## config.mk

```make
export PLATFORM = sky130hd
export DESIGN_NAME = sfc_front_end
export DESIGN_NICKNAME = d
export VERILOG_FILES = /design/src/rtl/sfc_pkg.sv /design/src/rtl/sfc_front_end.sv
export SDC_FILE = /design/constraint.sdc
export NUM_CORES = 1
export LEC_CHECK = 0
export BUFFER_PORTS_ARGS = -buffer_cell sky130_fd_sc_hd__buf_2
export CAP_MARGIN = 20
export CORE_AREA = 2 2 94 96
export CTS_CLUSTER_DIAMETER = 60
export DETAILED_ROUTE_END_ITERATION = 10
export DIE_AREA = 0 0 96 98
export PLACE_DENSITY = 0.78
export SYNTH_ARGS = -nofsm -noshare
export SYNTH_HDL_FRONTEND = slang
export SYNTH_SLANG_ARGS = --single-unit
```

## constraint.sdc

```tcl
create_clock -name clk -period 8.7 [get_ports clk]
set_input_delay 1.74 -clock clk [delete_from_list [all_inputs] [get_ports clk]]
set_output_delay 1.74 -clock clk [all_outputs]
set_load 0.02 [all_outputs]
```

## src/rtl/sfc_pkg.sv

```systemverilog
// Purpose: constants for the serial command front end of a ferroelectric memory
// Assumes: host runs serial mode 0 or 3, pins sampled by a 50 MHz clock
// Notes: status byte = guard(7), spare(6:4), block guards(3:2), latch(1), zero(0)
`default_nettype none

package sfc_pkg;

  // ----------------------------------------
  // op-codes
  // ----------------------------------------
  localparam logic [7:0] cmd_set_write_latch = 8'h06;
  localparam logic [7:0] cmd_clear_write_latch = 8'h04;
  localparam logic [7:0] cmd_status_read = 8'h05;
  localparam logic [7:0] cmd_status_write = 8'h01;
  localparam logic [7:0] cmd_array_read = 8'h03;
  localparam logic [7:0] cmd_array_write = 8'h02;
  localparam logic [7:0] cmd_fast_array_read = 8'h0b;
  localparam logic [7:0] cmd_deep_sleep = 8'hba;
  localparam logic [7:0] cmd_hibernate = 8'hb9;
  localparam logic [7:0] cmd_device_id_read = 8'h9f;
  localparam logic [7:0] cmd_unique_id_read = 8'h4c;
  localparam logic [7:0] cmd_serial_number_write = 8'hc2;
  localparam logic [7:0] cmd_serial_number_read = 8'hc3;
  localparam logic [7:0] cmd_special_sector_write = 8'h42;
  localparam logic [7:0] cmd_special_sector_read = 8'h4b;
  localparam logic [7:0] cmd_special_sector_fast_read = 8'h49;

  // ----------------------------------------
  // status fields and reset values
  // ----------------------------------------
  localparam int status_write_guard = 5;
  localparam int block_guard_hi = 1;
  localparam int block_guard_lo = 0;
  localparam int nv_lsb = 2;
  localparam logic [5:0] nv_reset = 6'h00;
  localparam logic write_latch_reset = 1'b0;

  // ----------------------------------------
  // pins, widths, fifo
  // ----------------------------------------
  localparam int pin_cs = 4;
  localparam int pin_sck = 3;
  localparam int pin_si = 2;
  localparam int pin_hold = 1;
  localparam int pin_wp = 0;
  localparam int pin_count = 5;
  localparam logic [4:0] pin_idle = 5'h13;
  localparam logic [2:0] last_bit = 3'h7;
  localparam int code_width = 8;
  localparam int fifo_depth = 4;

  typedef enum logic [2:0] {
    st_idle,
    st_opcode,
    st_status_read,
    st_status_write,
    st_pass,
    st_ignore
  } sfc_state_e;

endpackage

`default_nettype wire

```

## src/rtl/sfc_front_end.sv

```systemverilog
// Purpose: serial slave front end: pins, op-code decode, status byte, command queue
// Assumes: pins arrive asynchronously, clk much faster than the serial clock
// Notes: decoded commands leave through a small queue for the array side
`default_nettype none

// ----------------------------------------
// command queue
// ----------------------------------------
module sfc_fifo #(
  parameter int W = 8,
  parameter int D = 4
) (
  // clock and reset
  input wire logic clk,
  input wire logic nrst,
  input wire logic ce,
  // fill side
  input wire logic in_valid,
  input wire logic [W-1:0] in_data,
  output logic in_ready,
  // drain side
  output logic out_valid,
  output logic [W-1:0] out_data,
  input wire logic out_ready
);
  localparam int AW = $clog2(D);
  localparam logic [AW:0] full_count = D[AW:0];
  localparam logic [AW:0] one_count = {{AW{1'b0}}, 1'b1};
  localparam logic [AW-1:0] one_ptr = {{(AW-1){1'b0}}, 1'b1};

  logic [W-1:0] mem [D];
  logic [AW-1:0] wr_ptr_reg;
  logic [AW-1:0] rd_ptr_reg;
  logic [AW:0] cnt_reg;
  logic [AW:0] cnt_next;
  logic valid_reg;
  logic [W-1:0] head_reg;
  wire push = in_valid && in_ready;
  wire pop = valid_reg && out_ready;
  wire [AW-1:0] rd_ptr_next = pop ? rd_ptr_reg + one_ptr : rd_ptr_reg;
  // head loaded ahead so the queue output leaves a flop
  wire [W-1:0] head_next = (push && wr_ptr_reg == rd_ptr_next) ? in_data : mem[rd_ptr_next];

  assign in_ready = cnt_reg != full_count;
  assign out_valid = valid_reg;
  assign out_data = head_reg;
  assign cnt_next = cnt_reg + (push ? one_count : '0) - (pop ? one_count : '0);

  always_ff @(posedge clk) begin
    if (ce && push) begin
      mem[wr_ptr_reg] <= in_data;
    end
  end

  always_ff @(posedge clk) begin
    if (!nrst) begin
      wr_ptr_reg <= '0;
      rd_ptr_reg <= '0;
      cnt_reg <= '0;
      valid_reg <= 1'b0;
      head_reg <= '0;
    end else if (ce) begin
      wr_ptr_reg <= push ? wr_ptr_reg + one_ptr : wr_ptr_reg;
      rd_ptr_reg <= rd_ptr_next;
      cnt_reg <= cnt_next;
      valid_reg <= cnt_next != '0;
      head_reg <= (cnt_next != '0) ? head_next : head_reg;
    end
  end
endmodule

// ----------------------------------------
// front end top
// ----------------------------------------
module sfc_front_end (
  // clock and reset
  input wire logic clk,
  input wire logic nrst,
  input wire logic ce,
  // serial pins
  input wire logic cs_n,
  input wire logic sck,
  input wire logic si,
  input wire logic hold_n,
  input wire logic wp_n,
  output logic so_out,
  output logic so_oe_n,
  // status view
  output logic [7:0] status_out,
  output logic sleeping,
  // decoded command queue
  output logic cmd_valid,
  output logic [7:0] cmd_code,
  input wire logic cmd_ready
);

  // ----------------------------------------
  // pin synchronisers
  // ----------------------------------------
  wire [4:0] pin_raw = {cs_n, sck, si, hold_n, wp_n};
  logic [4:0] s1_reg;
  logic [4:0] s2_reg;
  logic [4:0] s3_reg;
  logic [4:0] filt_reg;
  logic [4:0] prev_reg;

  genvar g;
  generate
    for (g = 0; g < sfc_pkg::pin_count; g++) begin : g_sync
      always_ff @(posedge clk) begin
        if (!nrst) begin
          s1_reg[g] <= sfc_pkg::pin_idle[g];
          s2_reg[g] <= sfc_pkg::pin_idle[g];
          s3_reg[g] <= sfc_pkg::pin_idle[g];
          filt_reg[g] <= sfc_pkg::pin_idle[g];
          prev_reg[g] <= sfc_pkg::pin_idle[g];
        end else if (ce) begin
          s1_reg[g] <= pin_raw[g];
          s2_reg[g] <= s1_reg[g];
          s3_reg[g] <= s2_reg[g];
          filt_reg[g] <= (s2_reg[g] == s3_reg[g]) ? s3_reg[g] : filt_reg[g];
          prev_reg[g] <= filt_reg[g];
        end
      end
    end
  endgenerate

  // ----------------------------------------
  // edges and pin levels
  // ----------------------------------------
  wire sel = !filt_reg[sfc_pkg::pin_cs];
  wire held = !filt_reg[sfc_pkg::pin_hold];
  wire live = sel && !held;
  wire sck_now = filt_reg[sfc_pkg::pin_sck];
  wire sck_was = prev_reg[sfc_pkg::pin_sck];
  wire sck_rise = live && sck_now && !sck_was;
  wire sck_fall = live && !sck_now && sck_was;
  wire cs_fall = sel && prev_reg[sfc_pkg::pin_cs];
  wire cs_rise = !sel && !prev_reg[sfc_pkg::pin_cs];
  wire si_bit = filt_reg[sfc_pkg::pin_si];
  wire wp_low = !filt_reg[sfc_pkg::pin_wp];

  // ----------------------------------------
  // state and registers
  // ----------------------------------------
  sfc_pkg::sfc_state_e state_reg;
  sfc_pkg::sfc_state_e state_next;
  logic [2:0] bit_cnt_reg;
  logic [2:0] bit_cnt_next;
  logic [7:0] shift_reg;
  logic [5:0] nv_reg;
  logic [5:0] nv_next;
  logic wlatch_reg;
  logic wlatch_next;
  logic sleep_reg;
  logic arm_reg;
  logic pend_reg;
  logic [7:0] pend_code_reg;
  logic so_reg;
  logic so_oe_n_reg;
  logic fifo_in_ready;

  // ----------------------------------------
  // decode
  // ----------------------------------------
  wire [7:0] shift_in = {shift_reg[6:0], si_bit};
  wire byte_done = sck_rise && (bit_cnt_reg == sfc_pkg::last_bit);
  wire op_done = (state_reg == sfc_pkg::st_opcode) && byte_done;
  wire [7:0] status_word = {nv_reg, wlatch_reg, 1'b0};
  wire is_set = shift_in == sfc_pkg::cmd_set_write_latch;
  wire is_clr = shift_in == sfc_pkg::cmd_clear_write_latch;
  wire is_srd = shift_in == sfc_pkg::cmd_status_read;
  wire is_swr = shift_in == sfc_pkg::cmd_status_write;
  wire is_arr = shift_in == sfc_pkg::cmd_array_read
    || shift_in == sfc_pkg::cmd_fast_array_read;
  wire is_awr = shift_in == sfc_pkg::cmd_array_write;
  wire is_nap = shift_in == sfc_pkg::cmd_deep_sleep
    || shift_in == sfc_pkg::cmd_hibernate;
  wire is_ssr = shift_in == sfc_pkg::cmd_special_sector_read
    || shift_in == sfc_pkg::cmd_special_sector_fast_read;
  wire is_ssw = shift_in == sfc_pkg::cmd_special_sector_write;
  wire is_id = shift_in == sfc_pkg::cmd_device_id_read
    || shift_in == sfc_pkg::cmd_unique_id_read
    || shift_in == sfc_pkg::cmd_serial_number_read;
  wire is_snw = shift_in == sfc_pkg::cmd_serial_number_write;
  wire is_known = is_set || is_clr || is_srd || is_swr || is_arr || is_awr
    || is_nap || is_ssr || is_ssw || is_id || is_snw;
  wire is_write = is_awr || is_ssw || is_snw || is_swr;
  wire push_cmd = op_done && is_known && !(is_write && !wlatch_reg);
  wire guard_on = nv_reg[sfc_pkg::status_write_guard] && wp_low;
  wire swr_commit = (state_reg == sfc_pkg::st_status_write) && byte_done;
  wire swr_ok = wlatch_reg && !guard_on;
  wire so_drive = (state_reg == sfc_pkg::st_status_read) && live;

  // ----------------------------------------
  // next-state logic
  // ----------------------------------------
  always_comb begin
    state_next = state_reg;
    if (cs_rise) begin
      state_next = sfc_pkg::st_idle;
    end else if (cs_fall) begin
      state_next = (sleep_reg || pend_reg) ? sfc_pkg::st_ignore : sfc_pkg::st_opcode;
    end else if (op_done) begin
      case (1'b1)
        is_srd: state_next = sfc_pkg::st_status_read;
        is_swr: state_next = sfc_pkg::st_status_write;
        default: state_next = sfc_pkg::st_pass;
      endcase
    end else if (swr_commit) begin
      state_next = sfc_pkg::st_pass;
    end
  end

  always_comb begin
    bit_cnt_next = bit_cnt_reg;
    if (cs_fall || cs_rise) begin
      bit_cnt_next = '0;
    end else if (sck_rise) begin
      bit_cnt_next = bit_cnt_reg + 3'h1;
    end
  end

  always_comb begin
    wlatch_next = wlatch_reg;
    if (cs_fall && sleep_reg) begin
      wlatch_next = 1'b0;
    end else if (op_done && is_set) begin
      wlatch_next = 1'b1;
    end else if (op_done && is_clr) begin
      wlatch_next = 1'b0;
    end
  end

  // status write keeps the latch and drops input bits 1 and 0
  assign nv_next = (swr_commit && swr_ok)
    ? shift_in[7:sfc_pkg::nv_lsb] : nv_reg;

  // ----------------------------------------
  // registers
  // ----------------------------------------
  always_ff @(posedge clk) begin
    if (!nrst) begin
      state_reg <= sfc_pkg::st_idle;
      bit_cnt_reg <= '0;
      shift_reg <= '0;
      nv_reg <= sfc_pkg::nv_reset;
      wlatch_reg <= sfc_pkg::write_latch_reset;
    end else if (ce) begin
      state_reg <= state_next;
      bit_cnt_reg <= bit_cnt_next;
      shift_reg <= sck_rise ? shift_in : shift_reg;
      nv_reg <= nv_next;
      wlatch_reg <= wlatch_next;
    end
  end

  always_ff @(posedge clk) begin
    if (!nrst) begin
      sleep_reg <= 1'b0;
      arm_reg <= 1'b0;
    end else if (ce) begin
      arm_reg <= cs_rise ? 1'b0 : (arm_reg || (op_done && is_nap));
      sleep_reg <= cs_rise ? arm_reg : (sleep_reg && !cs_fall);
    end
  end

  always_ff @(posedge clk) begin
    if (!nrst) begin
      pend_reg <= 1'b0;
      pend_code_reg <= '0;
    end else if (ce) begin
      pend_reg <= push_cmd || (pend_reg && !fifo_in_ready);
      pend_code_reg <= push_cmd ? shift_in : pend_code_reg;
    end
  end

  // output pin shifts MSB first on falling clock, repeats while selected
  always_ff @(posedge clk) begin
    if (!nrst) begin
      so_reg <= 1'b0;
      so_oe_n_reg <= 1'b1;
    end else if (ce) begin
      so_reg <= (sck_fall && so_drive)
        ? status_word[sfc_pkg::last_bit - bit_cnt_reg] : so_reg;
      so_oe_n_reg <= !so_drive;
    end
  end

  assign so_out = so_reg;
  assign so_oe_n = so_oe_n_reg;
  assign status_out = status_word;
  assign sleeping = sleep_reg;

  // ----------------------------------------
  // command queue
  // ----------------------------------------
  sfc_fifo #(
    .W(sfc_pkg::code_width),
    .D(sfc_pkg::fifo_depth)
  ) u_fifo (
    .clk(clk),
    .nrst(nrst),
    .ce(ce),
    .in_valid(pend_reg),
    .in_data(pend_code_reg),
    .in_ready(fifo_in_ready),
    .out_valid(cmd_valid),
    .out_data(cmd_code),
    .out_ready(cmd_ready)
  );
endmodule

`default_nettype wire

```

# Word-level counts from Yosys, hierarchy flattened

Memories as Yosys holds them, arrays and structs flattened. A register that Yosys moved wholly into a read port is not among the register bits.
Index checks and enable logic that the tools add are counted.
W data, S select, Z words.

Bits in registers: 63
Memory bits (writable): 32
Output and inout port bits: 20
Word-level logic and storage cells: 171
Memories kept: 1

Memories:

| memory     | words | width | rd ports | clocked after memory_dff | write ports | line                | source |
|---|---|---|---|---|---|---|---|
| u_fifo.mem | 4     | 8     | 1        | 1                        | 1           | sfc_front_end.sv:31 | `logic [W-1:0] mem [D];` |

$add $sub $neg: 6
Order comparisons: 1
Equal/unequal tests: 26
Mux-type cells: 21
Reductions and logical operators: 79

Operator list:

| cell                  | number |
|---|---|
| $eq A8 B8 Y1 const B  | 5 |
| $eq A8 B7 Y1 const B  | 4 |
| $reduce_and A2 Y1     | 14 |
| $logic_and A1 B1 Y1   | 27 |
| $mux W3               | 9 |
| $eq A8 B3 Y1 const B  | 3 |
| $logic_or A1 B1 Y1    | 22 |
| $eq A8 B2 Y1 const B  | 2 |
| $logic_not A1 Y1      | 12 |
| $mux W1               | 10 |
| $eq A8 B1 Y1 const B  | 1 |
| $eq A8 B4 Y1 const B  | 1 |
| $eq A3 B2 Y1 const B  | 2 |
| $reduce_bool A3 Y1    | 2 |
| $eq A1 B1 Y1          | 5 |
| $add A2 B1 Y2 const B | 2 |
| $lt A3 B4 Y1 const B  | 1 |
| $reduce_bool A4 Y1    | 1 |
| $add A3 B1 Y3 const B | 1 |
| $add A3 B3 Y3         | 1 |
| $bmux W1 S3           | 1 |
| $eq A3 B1 Y1 const B  | 1 |
| $eq A3 B3 Y1 const B  | 1 |
| $ne A3 B3 Y1 const B  | 1 |
| other kinds (4)       | 4 |

# Depth between registers and ports, before layout

Depth in word-level cells: 14
Depth in mapped cells: 15
Mapped depth without buffers: 11

# Modules after synthesis

Synthesis repeated with hierarchy kept, for this count alone.

Cell total of the unflattened synthesis: 479
Area, all modules: 5113.7 sq um

Modules (own cells, without submodules):

| module        | times used | cells each | area each (sq um) | seq. area each (sq um) |
|---|---|---|---|---|
| sfc_front_end | 1          | 285        | 2606.2            | 1101.1 |
| sfc_fifo      | 1          | 194        | 2507.4            | 1281.2 |

# Worst setup path before layout

No wires, ideal clock.

Path type: input -> register
Start point: input port cmd_ready
End point: register u_fifo.head_reg[1] (netlist: u_fifo.out_data[1]) (read register of u_fifo.mem)
Setup time: 74 ps
Data arrival time: 4460 ps
Setup slack: 4165 ps
Stages on the path: 15
Cells stage by stage: clkbuf_1 -> and2_1 -> buf_2 -> buf_2 -> ha_1 -> inv_1 -> ha_1 -> inv_1 -> fa_1 -> xor2_1 -> xor2_1 -> o31a_1 -> clkbuf_1 -> o21ai_0 -> a31oi_1

Longest elaborated chain between the ends: 5
Elaborated cells between the ends (all ways): 6

RTL lines:

| element                     | line                | source |
|---|---|---|
| start, declared             | sfc_front_end.sv:94 | `input wire logic cmd_ready` |
| $logic_and A1 B1 Y1 (*)     | sfc_front_end.sv:39 | `wire pop = valid_reg && out_ready;` |
| $mux W1                     | sfc_front_end.sv:47 | `assign cnt_next = cnt_reg + (push ? one_count : '0) - (pop ? one_count : '0);` |
| $sub A3 B3 Y3               | sfc_front_end.sv:47 |  |
| $reduce_bool A3 Y1          | sfc_front_end.sv:67 | `head_reg <= (cnt_next != '0) ? head_next : head_reg;` |
| $reduce_and A2 Y1 (no line) | --                  |  |
| end, declared               | sfc_front_end.sv:37 | `logic [W-1:0] head_reg;` |

Mark *: on every way between the ends. The rest lies on a longest branch, timed or not.
A chain may end at the register's enable or synchronous reset.

# Worst setup path in the final report

Start point: input port cmd_ready
End point: register u_fifo.head_reg[7] (netlist: u_fifo.out_data[7]) (read register of u_fifo.mem)

Same word-level chain as after synthesis.

==> reports/results.txt <==
Layout cells sized above 1 - 0.122
Finished Layout Cells - 590
Worst vdd ir - 0.106 mV
# Max-Cap Violations - 0
Cells after synthesis - 476
Die H - 98 um
Min-delay src - s3_reg[2]
Num Clock Sinks - 103
R2r setup slk - 4.90 ns
CP Max Fanout - 31
WL/cell - 15.8 um
Initial antenna violation count - 0
Nets - 497
Arrival time at the worst endpoint - 5.01 ns
Min setup slack post-route - 3.99 ns
DRT iter0 DRCs - 156
Power Total - 0.885 mW
Final Slew Violations - 0
R2r worst-path depth - 11
Post-synth EDFFs - 32
RSZ-0062 raised after global routing - no
Post-route cell area - 5240 um2
Outcome - complete, no violations
Site row count - 34
CTS clk-pin slew, worst paths - 0.10 ns
Clk_lat worst skew - 0.37 ns
Syn_nets - 496
Worst r2r src - u_fifo.out_valid
Via Count - 3459
Total global-route track usage - 0.211
Initial Util - 0.585
Predominant post-synthesis flop cell - dfxtp_1
Post-synthesis sequential area ratio - 0.481
Ant diodes - 0
Overflow after GRT - 0
Largest net degree at the start of global routing - 80
Post-synth ARST share - 0
Post-CTS Setup Bufs - 0
Leak - 1.90 nW
Worst hold slack - 0.475 ns
PwrDens - 169 nW/um2
Total wire length - 9310 um
Final core utilization - 0.619
Post-CTS sizing - 0
H-Tree Depth - 3
Num ports - 29
GPL Wtd Cong - 0.812
Worst slack at placement - 3.63 ns
Final setup fails - 0
Period Utilization, post-route - 0.541
Post-synth design cell area - 4950 um2
Count of cell types in the netlist - 61
Tmin final - 4.71 ns
Mean Syn Cell Area - 10.4 um2
Relative slew slack - 0.320
Crit path capture type - flip-flop
Hold Path Cell Cnt - 2
Req. time, crit path - 9.00 ns
WHS Endpoint - si_bit
Final ANT Viol Nets - 0
Core area - 8470 um2
Drt drc - 0
Startpoint types - primary input
#FFs+latches synth - 103
Ys Warns - 0
Inst Count DP - 573
Number of global-route vias before repair - 3286
CP Class - in -> reg
Fmax - 212 MHz
Setup tns final - 0 ns
Actual slew at the worst max-slew pin - 1.02 ns
Detail Placement HPWL - 6100 um
Hold Buf Count CTS - 0
DIE WIDTH - 96 um
Max reg flops - 32
Clock Root Buffer - clkbuf_8
Final Hold Fails - 0
TritonRoute pass-1 iters - 4
PortBufs - 27
Global-route wire length before repair - 15500 um
Syn-to-layout area delta - 5.81%
Reg-to-reg endpoint - u_fifo.out_data[7]
Detail-routed via count per cell - 5.86
Hold WC Path Type - reg -> reg
CTS tree - yes
Placed instance area - 5030 um2
# fillers - 686
Bufs on Longest Clock Path - 2
CTS buffer count - 9
Die ar. - 9410 um2
Clock Skew - 0.0124 ns
==> cells in the mapped netlist, types with 4 or more instances <==
cell type | count | area [um2]
dfxtp_1 | 71 | 1420
nand2_1 | 53 | 199
mux2i_1 | 41 | 410
edfxtp_1 | 32 | 961
nor2b_1 | 28 | 175
clkbuf_1 | 22 | 82.6
o21ai_0 | 18 | 90.1
and2_1 | 12 | 75.1
inv_1 | 12 | 45.0
a21oi_1 | 10 | 50.1
ha_1 | 10 | 125
nand3b_1 | 10 | 75.1
nand4b_1 | 10 | 87.6
nor2_1 | 10 | 37.5
o31a_1 | 10 | 87.6
a31oi_1 | 9 | 56.3
mux2_2 | 9 | 101
a211o_1 | 8 | 70.1
o22ai_1 | 8 | 50.1
o31ai_1 | 8 | 60.1
a21boi_0 | 7 | 52.6
xnor2_1 | 6 | 52.6
buf_2 | 5 | 25.0
buf_6 | 5 | 56.3
buf_4 | 4 | 30.0
nor3_1 | 4 | 20.0
xor2_1 | 4 | 35.0
==> worst max-delay path, cell delays in order <==
cell,delay [ns]
buf_2,0.18
and2_1,0.83
ha_1,0.37
inv_1,0.06
ha_1,0.14
inv_1,0.05
fa_1,0.40
xor2_1,0.23
xor2_1,0.17
o31a_1,0.48
o21ai_0,0.18
a31oi_1,0.18
==> per-layer routing <==
layer  global-route usage  wire [um]  up-vias
met5                    0          0        -
met2                0.339       4530       76
met4               0.0626        140        0
li1                     -          -     1717
met3               0.0486        436       14
met1                0.283       4200     1652
==> area by class of cell <==
| cell class | instances | area (um2) | area share |
|---|---|---|---|
| clock buffers | 10 | 128 | 0.0244 |
| clock inverters | 6 | 53.8 | 0.0103 |
| inverters | 12 | 45.0 | 0.00860 |
| multi-input cells | 322 | 2330 | 0.444 |
| flip-flops and latches | 103 | 2380 | 0.455 |
| well taps | 108 | 135 | 0.0258 |
| repair buffers | 29 | 170 | 0.0325 |
==> cells by family (layout without fill, tap and decap cells) <==
logic type,count (synthesis),after routing,synth area share
buffers and inverters,51,57,0.0505
multiplexers,51,51,0.108
flip-flops,103,103,0.481
AND/OR/NAND/NOR,153,153,0.178
AO/OA/AOI/OAI,96,96,0.135
XOR/XNOR,10,10,0.0177
adder cells (fa/ha/maj),11,11,0.0293
other,1,1,0.000757
==> cell usage in the layout (no fill, tap or decap), types with 10 or more instances in the layout <==
master	netlist	layout
a21oi_1	10	10
nand3b_1	10	10
nand2_1	53	53
buf_2	5	27
ha_1	10	10
nor2b_1	28	28
edfxtp_1	32	32
o21ai_0	18	18
nand4b_1	10	10
dfxtp_1	71	71
inv_1	12	12
o31a_1	10	10
nor2_1	10	10
mux2i_1	41	41
and2_1	12	12
==> where the power goes <==
group	switching, mW	internal, mW
Combinational	0.0538	0.0374
Clock	0.170	0.109
Sequential	0.0109	0.504
Total	0.235	0.650
==> worst max-delay path by stage <==
| stage | slack [ns] | from | to |
|---|---|---|---|
| global placement | 3.82 | cmd_ready | u_fifo.out_data[4] |
| CTS | 4.02 | cmd_ready | u_fifo.out_data[1] |
| floorplan | 4.17 | cmd_ready | u_fifo.out_data[1] |
| global route | 3.61 | cmd_ready | u_fifo.out_data[3] |
| detailed placement | 3.63 | cmd_ready | u_fifo.out_data[1] |
| finish | 3.99 | cmd_ready | u_fifo.out_data[7] |
(Power assumes the default switching activity.)
